### src/design/pmx_consts.svh
// constants for the port 0 output pin mux: codes, widths, timing
`ifndef PMX_CONSTS_SVH
`define PMX_CONSTS_SVH

// ----------------------------------------------------------------
// strap field layout and mode codes
// ----------------------------------------------------------------
`define PMX_STRAP_W 3
`define PMX_CODE_MII_MAC 3'h0
`define PMX_CODE_MII_PHY 3'h1
`define PMX_CODE_MII_200_12MA 3'h2
`define PMX_CODE_MII_200_16MA 3'h3
`define PMX_CODE_RMII_OUT_12MA 3'h4
`define PMX_CODE_RMII_OUT_16MA 3'h5
`define PMX_CODE_RMII_IN 3'h6
`define PMX_CODE_RSVD 3'h7

// ----------------------------------------------------------------
// data path shape
// ----------------------------------------------------------------
`define PMX_NIBBLE_W 4
`define PMX_FIFO_DEPTH 4
`define PMX_DATA_RST 4'h0

// ----------------------------------------------------------------
// timing: core clock and generated reference clock
// ----------------------------------------------------------------
`define PMX_CLK_PERIOD_NS 10
`define PMX_REF_PERIOD_NS 160
`define PMX_REF_HALF_CYC ((`PMX_REF_PERIOD_NS / 2) / `PMX_CLK_PERIOD_NS)
`define PMX_DIV_W 4

`endif

### src/design/pmx_pkg.sv
// types shared by the port 0 output pin mux modules
package pmx_pkg;

   // ----------------------------------------------------------------
   // decoded port personality
   // ----------------------------------------------------------------
   typedef enum logic [1:0] {
      PMX_MII_MAC,
      PMX_MII_PHY,
      PMX_RMII_PHY,
      PMX_MODE_RSVD
   } pmx_mode_t;

   // ----------------------------------------------------------------
   // which half of a nibble goes out in rmii
   // ----------------------------------------------------------------
   typedef enum logic {
      PMX_PH_LOW,
      PMX_PH_HIGH
   } pmx_phase_t;

endpackage : pmx_pkg

### src/design/pmx_strm_if.sv
// valid/ready nibble stream between the mux modules
`timescale 1ns/1ns
`include "pmx_consts.svh"

interface pmx_strm_if;
   logic [`PMX_NIBBLE_W-1:0] data; // payload nibble
   logic valid; // source holds data
   logic ready; // sink can take it

   modport src (output data, output valid, input ready);
   modport snk (input data, input valid, output ready);
endinterface : pmx_strm_if

### src/design/pmx_sync.sv
// two flop synchroniser for pin inputs
`timescale 1ns/1ns

module pmx_sync #(
   parameter int W = 1
) (
   input wire logic clk,
   input wire logic [W-1:0] d,
   output logic [W-1:0] q
);
   // first stage, read only by the second
   logic [W-1:0] meta_r;

   // ----------------------------------------------------------------
   // no reset: straps must pass through while reset is held
   // ----------------------------------------------------------------
   always_ff @(posedge clk) begin
      meta_r <= d;
      q <= meta_r;
   end
endmodule : pmx_sync

### src/design/pmx_fifo.sv
// small fifo carrying nibbles toward the output pins
`timescale 1ns/1ns
`include "pmx_consts.svh"

module pmx_fifo #(
   parameter int WIDTH = `PMX_NIBBLE_W,
   parameter int DEPTH = `PMX_FIFO_DEPTH
) (
   input wire logic clk,
   input wire logic rst,
   pmx_strm_if.snk wr,
   pmx_strm_if.src rd
);
   localparam int AW = $clog2(DEPTH);

   logic [WIDTH-1:0] mem [DEPTH]; // storage words
   logic [AW-1:0] wp_r; // write pointer
   logic [AW-1:0] rp_r; // read pointer
   logic [AW:0] cnt_r; // words held
   logic [AW:0] cnt_nxt;
   logic ready_r; // registered not-full
   logic push;
   logic pop;

   assign push = wr.valid && ready_r;
   assign pop = rd.valid && rd.ready;
   assign wr.ready = ready_r;
   assign rd.valid = (cnt_r != '0);
   assign rd.data = mem[rp_r];

   // ----------------------------------------------------------------
   // occupancy; ready is registered from the next count so it is never late
   // ----------------------------------------------------------------
   always_comb begin
      cnt_nxt = cnt_r;
      if (push && !pop) begin
         cnt_nxt = cnt_r + 1'b1;
      end else if (pop && !push) begin
         cnt_nxt = cnt_r - 1'b1;
      end
   end

   always_ff @(posedge clk or posedge rst) begin
      if (rst) begin
         cnt_r <= '0;
         ready_r <= 1'b0;
      end else begin
         cnt_r <= cnt_nxt;
         ready_r <= (cnt_nxt < (AW+1)'(DEPTH));
      end
   end

   // ----------------------------------------------------------------
   // pointers wrap naturally, depth is a power of two
   // ----------------------------------------------------------------
   always_ff @(posedge clk or posedge rst) begin
      if (rst) begin
         wp_r <= '0;
         rp_r <= '0;
      end else begin
         if (push) begin
            wp_r <= wp_r + 1'b1;
         end
         if (pop) begin
            rp_r <= rp_r + 1'b1;
         end
      end
   end

   // storage has no reset, only written words are read
   always_ff @(posedge clk) begin
      if (push) begin
         mem[wp_r] <= wr.data;
      end
   end
endmodule : pmx_fifo

### src/design/pmx_top.sv
// port 0 output pin mux: strap decode, clocking, data and valid pins
//
// Operation
// mii mac drives transmit nibble bits
// mii phy drives receive nibble bits
// rmii leaves data bit 2 unused
// rmii dibit on data bits 1:0
// isolate tristates data and valid in phy
// strap 000 mac, 001 phy, 111 reserved
// 010/011 mii phy 200 mbps clock out
// 100/101 rmii clock out, 110 in
// straps read from data pins 2:0
// mac valid pin is transmit enable
// mii phy valid pin is rx valid
// rmii valid pin is carrier/data valid
// mii pins timed by reference clock
// rmii one reference clock times port
// straps latched in reset, drive after
`timescale 1ns/1ns
`include "pmx_consts.svh"

module pmx_top
   import pmx_pkg::*;
(
   input wire logic CLK,
   input wire logic RST,
   // user nibble stream from the switch
   input wire logic [`PMX_NIBBLE_W-1:0] TX_DATA,
   input wire logic TX_VALID,
   output logic TX_READY,
   // isolate control from the emulated phy control
   input wire logic ISOLATE_OUTPUTS_BIT,
   // reference clock pin
   input wire logic PORT0_OUT_REF_CLOCK_I,
   output logic PORT0_OUT_REF_CLOCK_O,
   output logic PORT0_OUT_REF_CLOCK_OE,
   // data pins, low three double as straps
   input wire logic [`PMX_STRAP_W-1:0] PORT0_OUT_DATA_NIBBLE_I,
   output logic [`PMX_NIBBLE_W-1:0] PORT0_OUT_DATA_NIBBLE_O,
   output logic [`PMX_NIBBLE_W-1:0] PORT0_OUT_DATA_NIBBLE_OE,
   // data valid pin
   output logic PORT0_OUT_DATA_VALID_O,
   output logic PORT0_OUT_DATA_VALID_OE,
   // decoded configuration
   output logic [`PMX_STRAP_W-1:0] PORT0_CFG_STRAP_FIELD,
   output logic CFG_SPEED_200,
   output logic CFG_CLK_16MA,
   output logic CFG_CLK_OUT,
   output logic CFG_DONE
);

   // ----------------------------------------------------------------
   // declarations
   // ----------------------------------------------------------------
   pmx_strm_if up_if (); // user side of the fifo
   pmx_strm_if dn_if (); // pin side of the fifo

   logic [`PMX_STRAP_W:0] pin_sync; // synced straps and ref clock
   logic [`PMX_STRAP_W-1:0] strap_r; // strap value held from reset
   logic [`PMX_STRAP_W-1:0] strap_q_r; // strap copy with defined reset
   logic done_r; // configuration taken
   pmx_mode_t mode_r; // decoded mode
   logic clk_out_r; // device makes the ref clock
   logic ref_s; // synced ref clock input
   logic ref_d_r; // delayed synced ref clock
   logic [`PMX_DIV_W-1:0] div_r; // divider count
   logic ref_o_r; // generated ref clock level
   logic ref_oe_r; // ref clock driver enable
   logic tick; // rising reference edge
   logic run; // data path active
   logic isolated; // phy mode with isolate set
   pmx_phase_t phase_r; // rmii dibit phase
   logic [`PMX_NIBBLE_W-1:0] data_r; // data pin level
   logic [`PMX_NIBBLE_W-1:0] data_oe_r; // data pin enables
   logic dv_r; // valid pin level
   logic dv_oe_r; // valid pin enable
   logic pop; // take a nibble from the fifo

   localparam logic [`PMX_DIV_W-1:0] DIV_LAST =
      `PMX_DIV_W'(`PMX_REF_HALF_CYC - 1);

   // ----------------------------------------------------------------
   // strap decode
   // ----------------------------------------------------------------
   function automatic pmx_mode_t decode(input logic [`PMX_STRAP_W-1:0] c);
      pmx_mode_t m;
      m = PMX_MODE_RSVD;
      unique case (c)
         `PMX_CODE_MII_MAC: m = PMX_MII_MAC;
         `PMX_CODE_MII_PHY: m = PMX_MII_PHY;
         `PMX_CODE_MII_200_12MA,
         `PMX_CODE_MII_200_16MA: m = PMX_MII_PHY;
         `PMX_CODE_RMII_OUT_12MA,
         `PMX_CODE_RMII_OUT_16MA,
         `PMX_CODE_RMII_IN: m = PMX_RMII_PHY;
         `PMX_CODE_RSVD: m = PMX_MODE_RSVD;
      endcase
      return m;
   endfunction : decode

   // ----------------------------------------------------------------
   // pin synchroniser: straps and the reference clock
   // ----------------------------------------------------------------
   pmx_sync #(
      .W(`PMX_STRAP_W + 1)
   ) u_sync (
      .clk(CLK),
      .d({PORT0_OUT_REF_CLOCK_I, PORT0_OUT_DATA_NIBBLE_I}),
      .q(pin_sync)
   );

   assign ref_s = pin_sync[`PMX_STRAP_W];

   // ----------------------------------------------------------------
   // strap capture: loads every edge while reset is held
   // ----------------------------------------------------------------
   // no async reset here so the pin value can be taken; reset must
   // last a few edges for the synchroniser to fill
   always_ff @(posedge CLK) begin
      if (RST) begin
         strap_r <= pin_sync[`PMX_STRAP_W-1:0];
      end
   end

   // ----------------------------------------------------------------
   // configuration outputs, defined during reset
   // ----------------------------------------------------------------
   always_ff @(posedge CLK or posedge RST) begin
      if (RST) begin
         done_r <= 1'b0;
         strap_q_r <= `PMX_CODE_MII_MAC;
         mode_r <= PMX_MODE_RSVD;
         clk_out_r <= 1'b0;
         CFG_SPEED_200 <= 1'b0;
         CFG_CLK_16MA <= 1'b0;
      end else begin
         done_r <= 1'b1;
         strap_q_r <= strap_r;
         mode_r <= decode(strap_r);
         // speed and strength only matter in clock-out modes
         CFG_SPEED_200 <= (strap_r == `PMX_CODE_MII_200_12MA) ||
                          (strap_r == `PMX_CODE_MII_200_16MA);
         CFG_CLK_16MA <= (strap_r == `PMX_CODE_MII_200_16MA) ||
                         (strap_r == `PMX_CODE_RMII_OUT_16MA);
         // clock out in every phy code but the rmii input one
         clk_out_r <= (strap_r != `PMX_CODE_MII_MAC) &&
                      (strap_r != `PMX_CODE_RMII_IN) &&
                      (strap_r != `PMX_CODE_RSVD);
      end
   end

   assign PORT0_CFG_STRAP_FIELD = strap_q_r;
   assign CFG_CLK_OUT = clk_out_r;
   assign CFG_DONE = done_r;

   // done and mode are set together at the first edge after release
   assign run = done_r && (mode_r != PMX_MODE_RSVD);
   assign isolated = ISOLATE_OUTPUTS_BIT &&
                     ((mode_r == PMX_MII_PHY) ||
                      (mode_r == PMX_RMII_PHY));

   // ----------------------------------------------------------------
   // reference clock generator for clock-out modes
   // ----------------------------------------------------------------
   always_ff @(posedge CLK or posedge RST) begin
      if (RST) begin
         div_r <= '0;
         ref_o_r <= 1'b0;
      end else if (!clk_out_r) begin
         div_r <= '0;
         ref_o_r <= 1'b0;
      end else if (div_r == DIV_LAST) begin
         div_r <= '0;
         ref_o_r <= !ref_o_r;
      end else begin
         div_r <= div_r + 1'b1;
      end
   end

   // ----------------------------------------------------------------
   // reference clock driver enable
   // ----------------------------------------------------------------
   always_ff @(posedge CLK or posedge RST) begin
      if (RST) begin
         ref_oe_r <= 1'b0;
      end else begin
         ref_oe_r <= run && clk_out_r && !isolated;
      end
   end

   assign PORT0_OUT_REF_CLOCK_O = ref_o_r;
   assign PORT0_OUT_REF_CLOCK_OE = ref_oe_r;

   // ----------------------------------------------------------------
   // edge finder for an incoming reference clock
   // ----------------------------------------------------------------
   always_ff @(posedge CLK or posedge RST) begin
      if (RST) begin
         ref_d_r <= 1'b0;
      end else begin
         ref_d_r <= ref_s;
      end
   end

   // a 50 mhz input clock is above what a 100 mhz sampler can
   // follow; rmii input mode only works for slower bench clocks
   assign tick = clk_out_r ? (div_r == DIV_LAST) && !ref_o_r
                           : ref_s && !ref_d_r;

   // ----------------------------------------------------------------
   // nibble fifo in front of the pins
   // ----------------------------------------------------------------
   assign up_if.data = TX_DATA;
   assign up_if.valid = TX_VALID;
   assign TX_READY = up_if.ready;

   pmx_fifo #(
      .WIDTH(`PMX_NIBBLE_W),
      .DEPTH(`PMX_FIFO_DEPTH)
   ) u_fifo (
      .clk(CLK),
      .rst(RST),
      .wr(up_if.snk),
      .rd(dn_if.src)
   );

   // mii takes a nibble per edge, rmii one per two edges
   assign pop = tick && run && dn_if.valid &&
                ((mode_r != PMX_RMII_PHY) || (phase_r == PMX_PH_HIGH));
   assign dn_if.ready = pop;

   // ----------------------------------------------------------------
   // pin levels: updated on each rising reference edge
   // ----------------------------------------------------------------
   always_ff @(posedge CLK or posedge RST) begin
      if (RST) begin
         data_r <= `PMX_DATA_RST;
         dv_r <= 1'b0;
         phase_r <= PMX_PH_LOW;
      end else if (!run) begin
         data_r <= `PMX_DATA_RST;
         dv_r <= 1'b0;
         phase_r <= PMX_PH_LOW;
      end else if (tick) begin
         unique case (mode_r)
            PMX_MII_MAC,
            PMX_MII_PHY: begin
               // tx nibble to phy or rx nibble to mac
               data_r <= dn_if.valid ? dn_if.data
                                     : `PMX_DATA_RST;
               dv_r <= dn_if.valid;
               phase_r <= PMX_PH_LOW;
            end
            PMX_RMII_PHY: begin
               // low dibit first, upper bits stay quiet
               if (phase_r == PMX_PH_LOW) begin
                  // idle dibit is driven 0, never a stale fifo word
                  data_r <= dn_if.valid ? {2'h0, dn_if.data[1:0]}
                                        : `PMX_DATA_RST;
                  dv_r <= dn_if.valid;
                  if (dn_if.valid) begin
                     phase_r <= PMX_PH_HIGH;
                  end
               end else begin
                  data_r <= {2'h0, dn_if.data[3:2]};
                  dv_r <= 1'b1;
                  phase_r <= PMX_PH_LOW;
               end
            end
            PMX_MODE_RSVD: begin
               data_r <= `PMX_DATA_RST;
               dv_r <= 1'b0;
               phase_r <= PMX_PH_LOW;
            end
         endcase
      end
   end

   // ----------------------------------------------------------------
   // pin enables: nothing driven before release or when isolated
   // ----------------------------------------------------------------
   always_ff @(posedge CLK or posedge RST) begin
      if (RST) begin
         data_oe_r <= '0;
         dv_oe_r <= 1'b0;
      end else if (!run || isolated) begin
         data_oe_r <= '0;
         dv_oe_r <= 1'b0;
      end else if (mode_r == PMX_RMII_PHY) begin
         data_oe_r <= 4'h3;
         dv_oe_r <= 1'b1;
      end else begin
         data_oe_r <= 4'hf;
         dv_oe_r <= 1'b1;
      end
   end

   assign PORT0_OUT_DATA_NIBBLE_O = data_r;
   assign PORT0_OUT_DATA_NIBBLE_OE = data_oe_r;
   assign PORT0_OUT_DATA_VALID_O = dv_r;
   assign PORT0_OUT_DATA_VALID_OE = dv_oe_r;

endmodule : pmx_top

### config.mk
export PLATFORM = sky130hd
export DESIGN_NAME = pmx_top
export DESIGN_NICKNAME = d
export VERILOG_FILES = /design/src/design/pmx_pkg.sv /design/src/design/pmx_strm_if.sv /design/src/design/pmx_sync.sv /design/src/design/pmx_fifo.sv /design/src/design/pmx_top.sv
export VERILOG_INCLUDE_DIRS = /design/src /design/src/design
export SDC_FILE = /design/constraint.sdc
export NUM_CORES = 1
export LEC_CHECK = 0
export ABC_AREA = 1
export BUFFER_PORTS_ARGS = -buffer_cell sky130_fd_sc_hd__buf_2
export CORE_ASPECT_RATIO = 2
export CORE_MARGIN = 4
export CORE_UTILIZATION = 48
export CTS_BUF_LIST = sky130_fd_sc_hd__clkbuf_2 sky130_fd_sc_hd__clkbuf_4 sky130_fd_sc_hd__clkbuf_8
export CTS_CLUSTER_SIZE = 12
export DETAILED_ROUTE_END_ITERATION = 6
export GPL_ROUTABILITY_DRIVEN = 1
export PLACE_DENSITY = 0.68
export SLEW_MARGIN = 20
export SYNTH_ARGS = -nofsm -noshare
export SYNTH_HDL_FRONTEND = slang
export SYNTH_HIERARCHICAL = 1
export SYNTH_SLANG_ARGS = --single-unit
export TNS_END_PERCENT = 50
### constraint.sdc
create_clock -name CLK -period 4.8 [get_ports CLK]
set_clock_uncertainty 0.05 [all_clocks]
set_input_delay 0.48 -clock CLK [delete_from_list [all_inputs] [get_ports CLK]]
set_output_delay 0.48 -clock CLK [all_outputs]
set_load 0.02 [all_outputs]
==> flow_summary_export.csv <==
group,metric,value,unit
route,postRouteWirelength,4107,um
global_routing,grt_pass1_vias,1631,
die,fp.coreArea,0.005092,mm2
placed_design,portBuffers,31,
sta,setup_ws,2.789,ns
die,io_pins,32,
worst_setup_path,cp_data_required_time,5.00,ns
cells_and_area,nets,295,
clock_network,cts_max_level,3,
worst_setup_path,crit_type,"reg -> reg",
synth,yosysSeqAreaShare,0.6096,
route,drtIter0Drc,30,
sta,drv_slew,0,
clock_network,clock_sinks,59,
worst_setup_path,cp_max_fo,12,
run,maxCapViolCount,0,
route,wl_met3,230,um
clock_network,cts_inserted_buffers,9,
worst_setup_path,worst-endpoint-arrival,2.21,ns
sta,rsz0062_at_grt,"no",
cells_and_area,diodes,0,
sta,fin_crit_sh,0.4189,
clock_network,cts_resized,0,
placed_design,globalplace.congestion,0.7414,
die,die_w,59.20,um
clock_network,cts_tree,"built",
sta,slew_headroom,0.4182,
die,row_count,37,
synth,yosysWarnings,6,
placed_design,place_hpwl,3239,um
synth,async_flop_share,0.5424,
power,total_leakage_power,1.455,nW
power,pwr_density_cell,515.5,mW/mm2
synth,synth_top_area_share,0.2984,
synth,netlist_top_cells_area,"dfrtp_1 (30%), edfxtp_1 (23%), ha_1 (6.5%)",
power,peakVddDrop,0.3351,mV
clock_network,clk_latency,0.33,ns
sta,fin_crit,2.011,ns
clock_network,clkTransAtPathRegs,0.06,ns
route,wire_per_inst,12.33,um
die,initial_core_util,0.4941,
synth,synth_area,0.002516,mm2
route,ant_nets,0,
route,vias_per_cell,4.931,
sta,setup_viol_count_final,0,
synth,synth_edf_count,19,
global_routing,grt_pass1_wl,7038,um
clock_network,cts-root-buf,"clkbuf_8",
synth,synth_most_common_cell,"nand2_1",
die,dieHeight,110.4,um
route,routed.top_layer,"met4",
placed_design,dp_slack,2.777,ns
synth,ys_ff_latch,59,
route,first_pass_iters,4,
route,drc,0,
synth,netlist.top_cell.by_area,"dfrtp_1",
cells_and_area,drive_gt1_frac,0.2473,
sta,fmax,497.3,MHz
clock_network,postCtsSetupBuffers,0,
sta,final-hold-violation-count,0,
synth,ys.flop_type,"dfrtp_1",
sta,finalSetupTns,0,ns
synth,syn_inst,234,
die,dieArea,0.006535,mm2
synth,synth_cell_types,32,
outcome,status,"complete, no violations",
cells_and_area,area_growth_syn_to_layout,15.76,%
synth,syn-num-nets,259,
worst_setup_path,endpoint_kind,"flop",
sta,worstMarginPinSlew,0.8717,ns
worst_setup_path,start_kind,"flop",
synth,netlist_top_cells_count,"nand2_1 (36), dfrtp_1 (30), inv_1 (30)",
route,wl_met1,1434,um
global_routing,grt_overflow_total,0,
route,vias,1642,
route,wl_met2,2363,um
cells_and_area,final_util,0.5720,
global_routing,grt.total_usage,0.1491,
synth,avgSynthCellArea,10.75,um2
global_routing,grt_max_degree,25,
clock_network,holdBufCountCts,0,
worst_hold_path,hold_class,"in -> async",
power,total_power,1.501,mW
clock_network,cts_buffer_depth,2,
global_routing,antenna_found_initial,0,
==> worst max-delay path: stages, from the launching register on <==
cell and delay [ns]:
dfstp_2 0.54, ha_1 0.18, inv_1 0.05, nand2_1 0.12, inv_2 0.12, nand2_2 0.09, nor2_2 0.04, nand2_4 0.08
inv_1 0.06, ha_1 0.30, nor2_1 0.16, nand2_1 0.07, o21ai_0 0.07
==> cell families (layout without fill, tap and decap cells) <==
kind of cell,Yosys count,after routing,synth area share
other cells,1,1,0.001490
compound gates,24,24,0.05072
buf+inv,40,81,0.07011
xor+xnor,4,4,0.01691
fa+ha+maj,13,13,0.06465
flops,59,59,0.6096
simple gates,93,93,0.1865
==> layout make-up <==
type | count | area [um2]
multi-input combinational | 135 | 805.8
inverter | 34 | 130.1
tap | 58 | 72.57
timing repair buffer | 31 | 155.1
clock inverter | 2 | 35.03
sequential | 59 | 1534
fill | 467 | 2180
clock buffer | 14 | 180.2
==> registers in the layout (all words and copies together) (netlist names), 3 cells and up, named ones only <==
signal and flops:
div_r 4, u_sync/meta_r 4, strap_r 3, PORT0_CFG_STRAP_FIELD 3, u_fifo/mem 16, u_sync/q 4, PORT0_OUT_DATA_NIBBLE_O 4
==> where the power goes <==
group	switching, mW	internal (mW)	leakage (nW)
Clock	0.173	0.293	0.114
Sequential	0.0569	0.600	0.648
Combinational	0.247	0.132	0.693
Total	0.477	1.02	1.46
==> per-layer routing <==
| metal | vias to the layer above | global-route usage |
|---|---|---|
| met5 | - | 0 |
| met1 | 775 | 0.1356 |
| li1 | 826 | - |
| met4 | 0 | 0.07780 |
| met3 | 7 | 0.05944 |
| met2 | 34 | 0.2707 |
==> placed cells by master, fill, tap and decap left out, types with 4 or more instances in the layout <==
master / instances
nand2_4: 4
inv_1: 30
nand3_1: 12
nor2_1: 23
dfrtp_1: 30
ha_1: 13
o22ai_1: 4
nand4_1: 6
clkbuf_8: 12
dfxtp_1: 8
edfxtp_1: 19
nand2_1: 36
o21ai_0: 15
buf_2: 31
==> per-stage QoR <==
stage	instance area, um2	hold WS, ns	instances
floorplan	2516	0.2457	234
global placement	2698	0.2600	317
detailed placement	2698	0.2621	317
CTS	2913	0.09229	333
global route	2913	0.09811	333
finish	2913	0.08902	333
==> worst paths after layout <==
| kind | endpoint | from | slack (ns) | cells after the start |
|---|---|---|---|---|
| worst max-delay path | u_fifo/cnt_r[1] | mode_r[1] | 2.79 | 12 |
| worst min-delay path | u_fifo/cnt_r[0] | RST | 0.09 | 2 |
| worst max register to register | u_fifo/cnt_r[1] | mode_r[1] | 2.79 | 12 |
| worst min register to register | u_sync/q[2] | u_sync/meta_r[2] | 0.28 | 0 |
| max in group asynchronous | PORT0_OUT_DATA_NIBBLE_OE[1] | RST | 3.83 | 2 |
| min in group CLK | u_sync/meta_r[1] | PORT0_OUT_DATA_NIBBLE_I[1] | 0.20 | 1 |
Note: power is estimated with default switching activity, not from simulation.
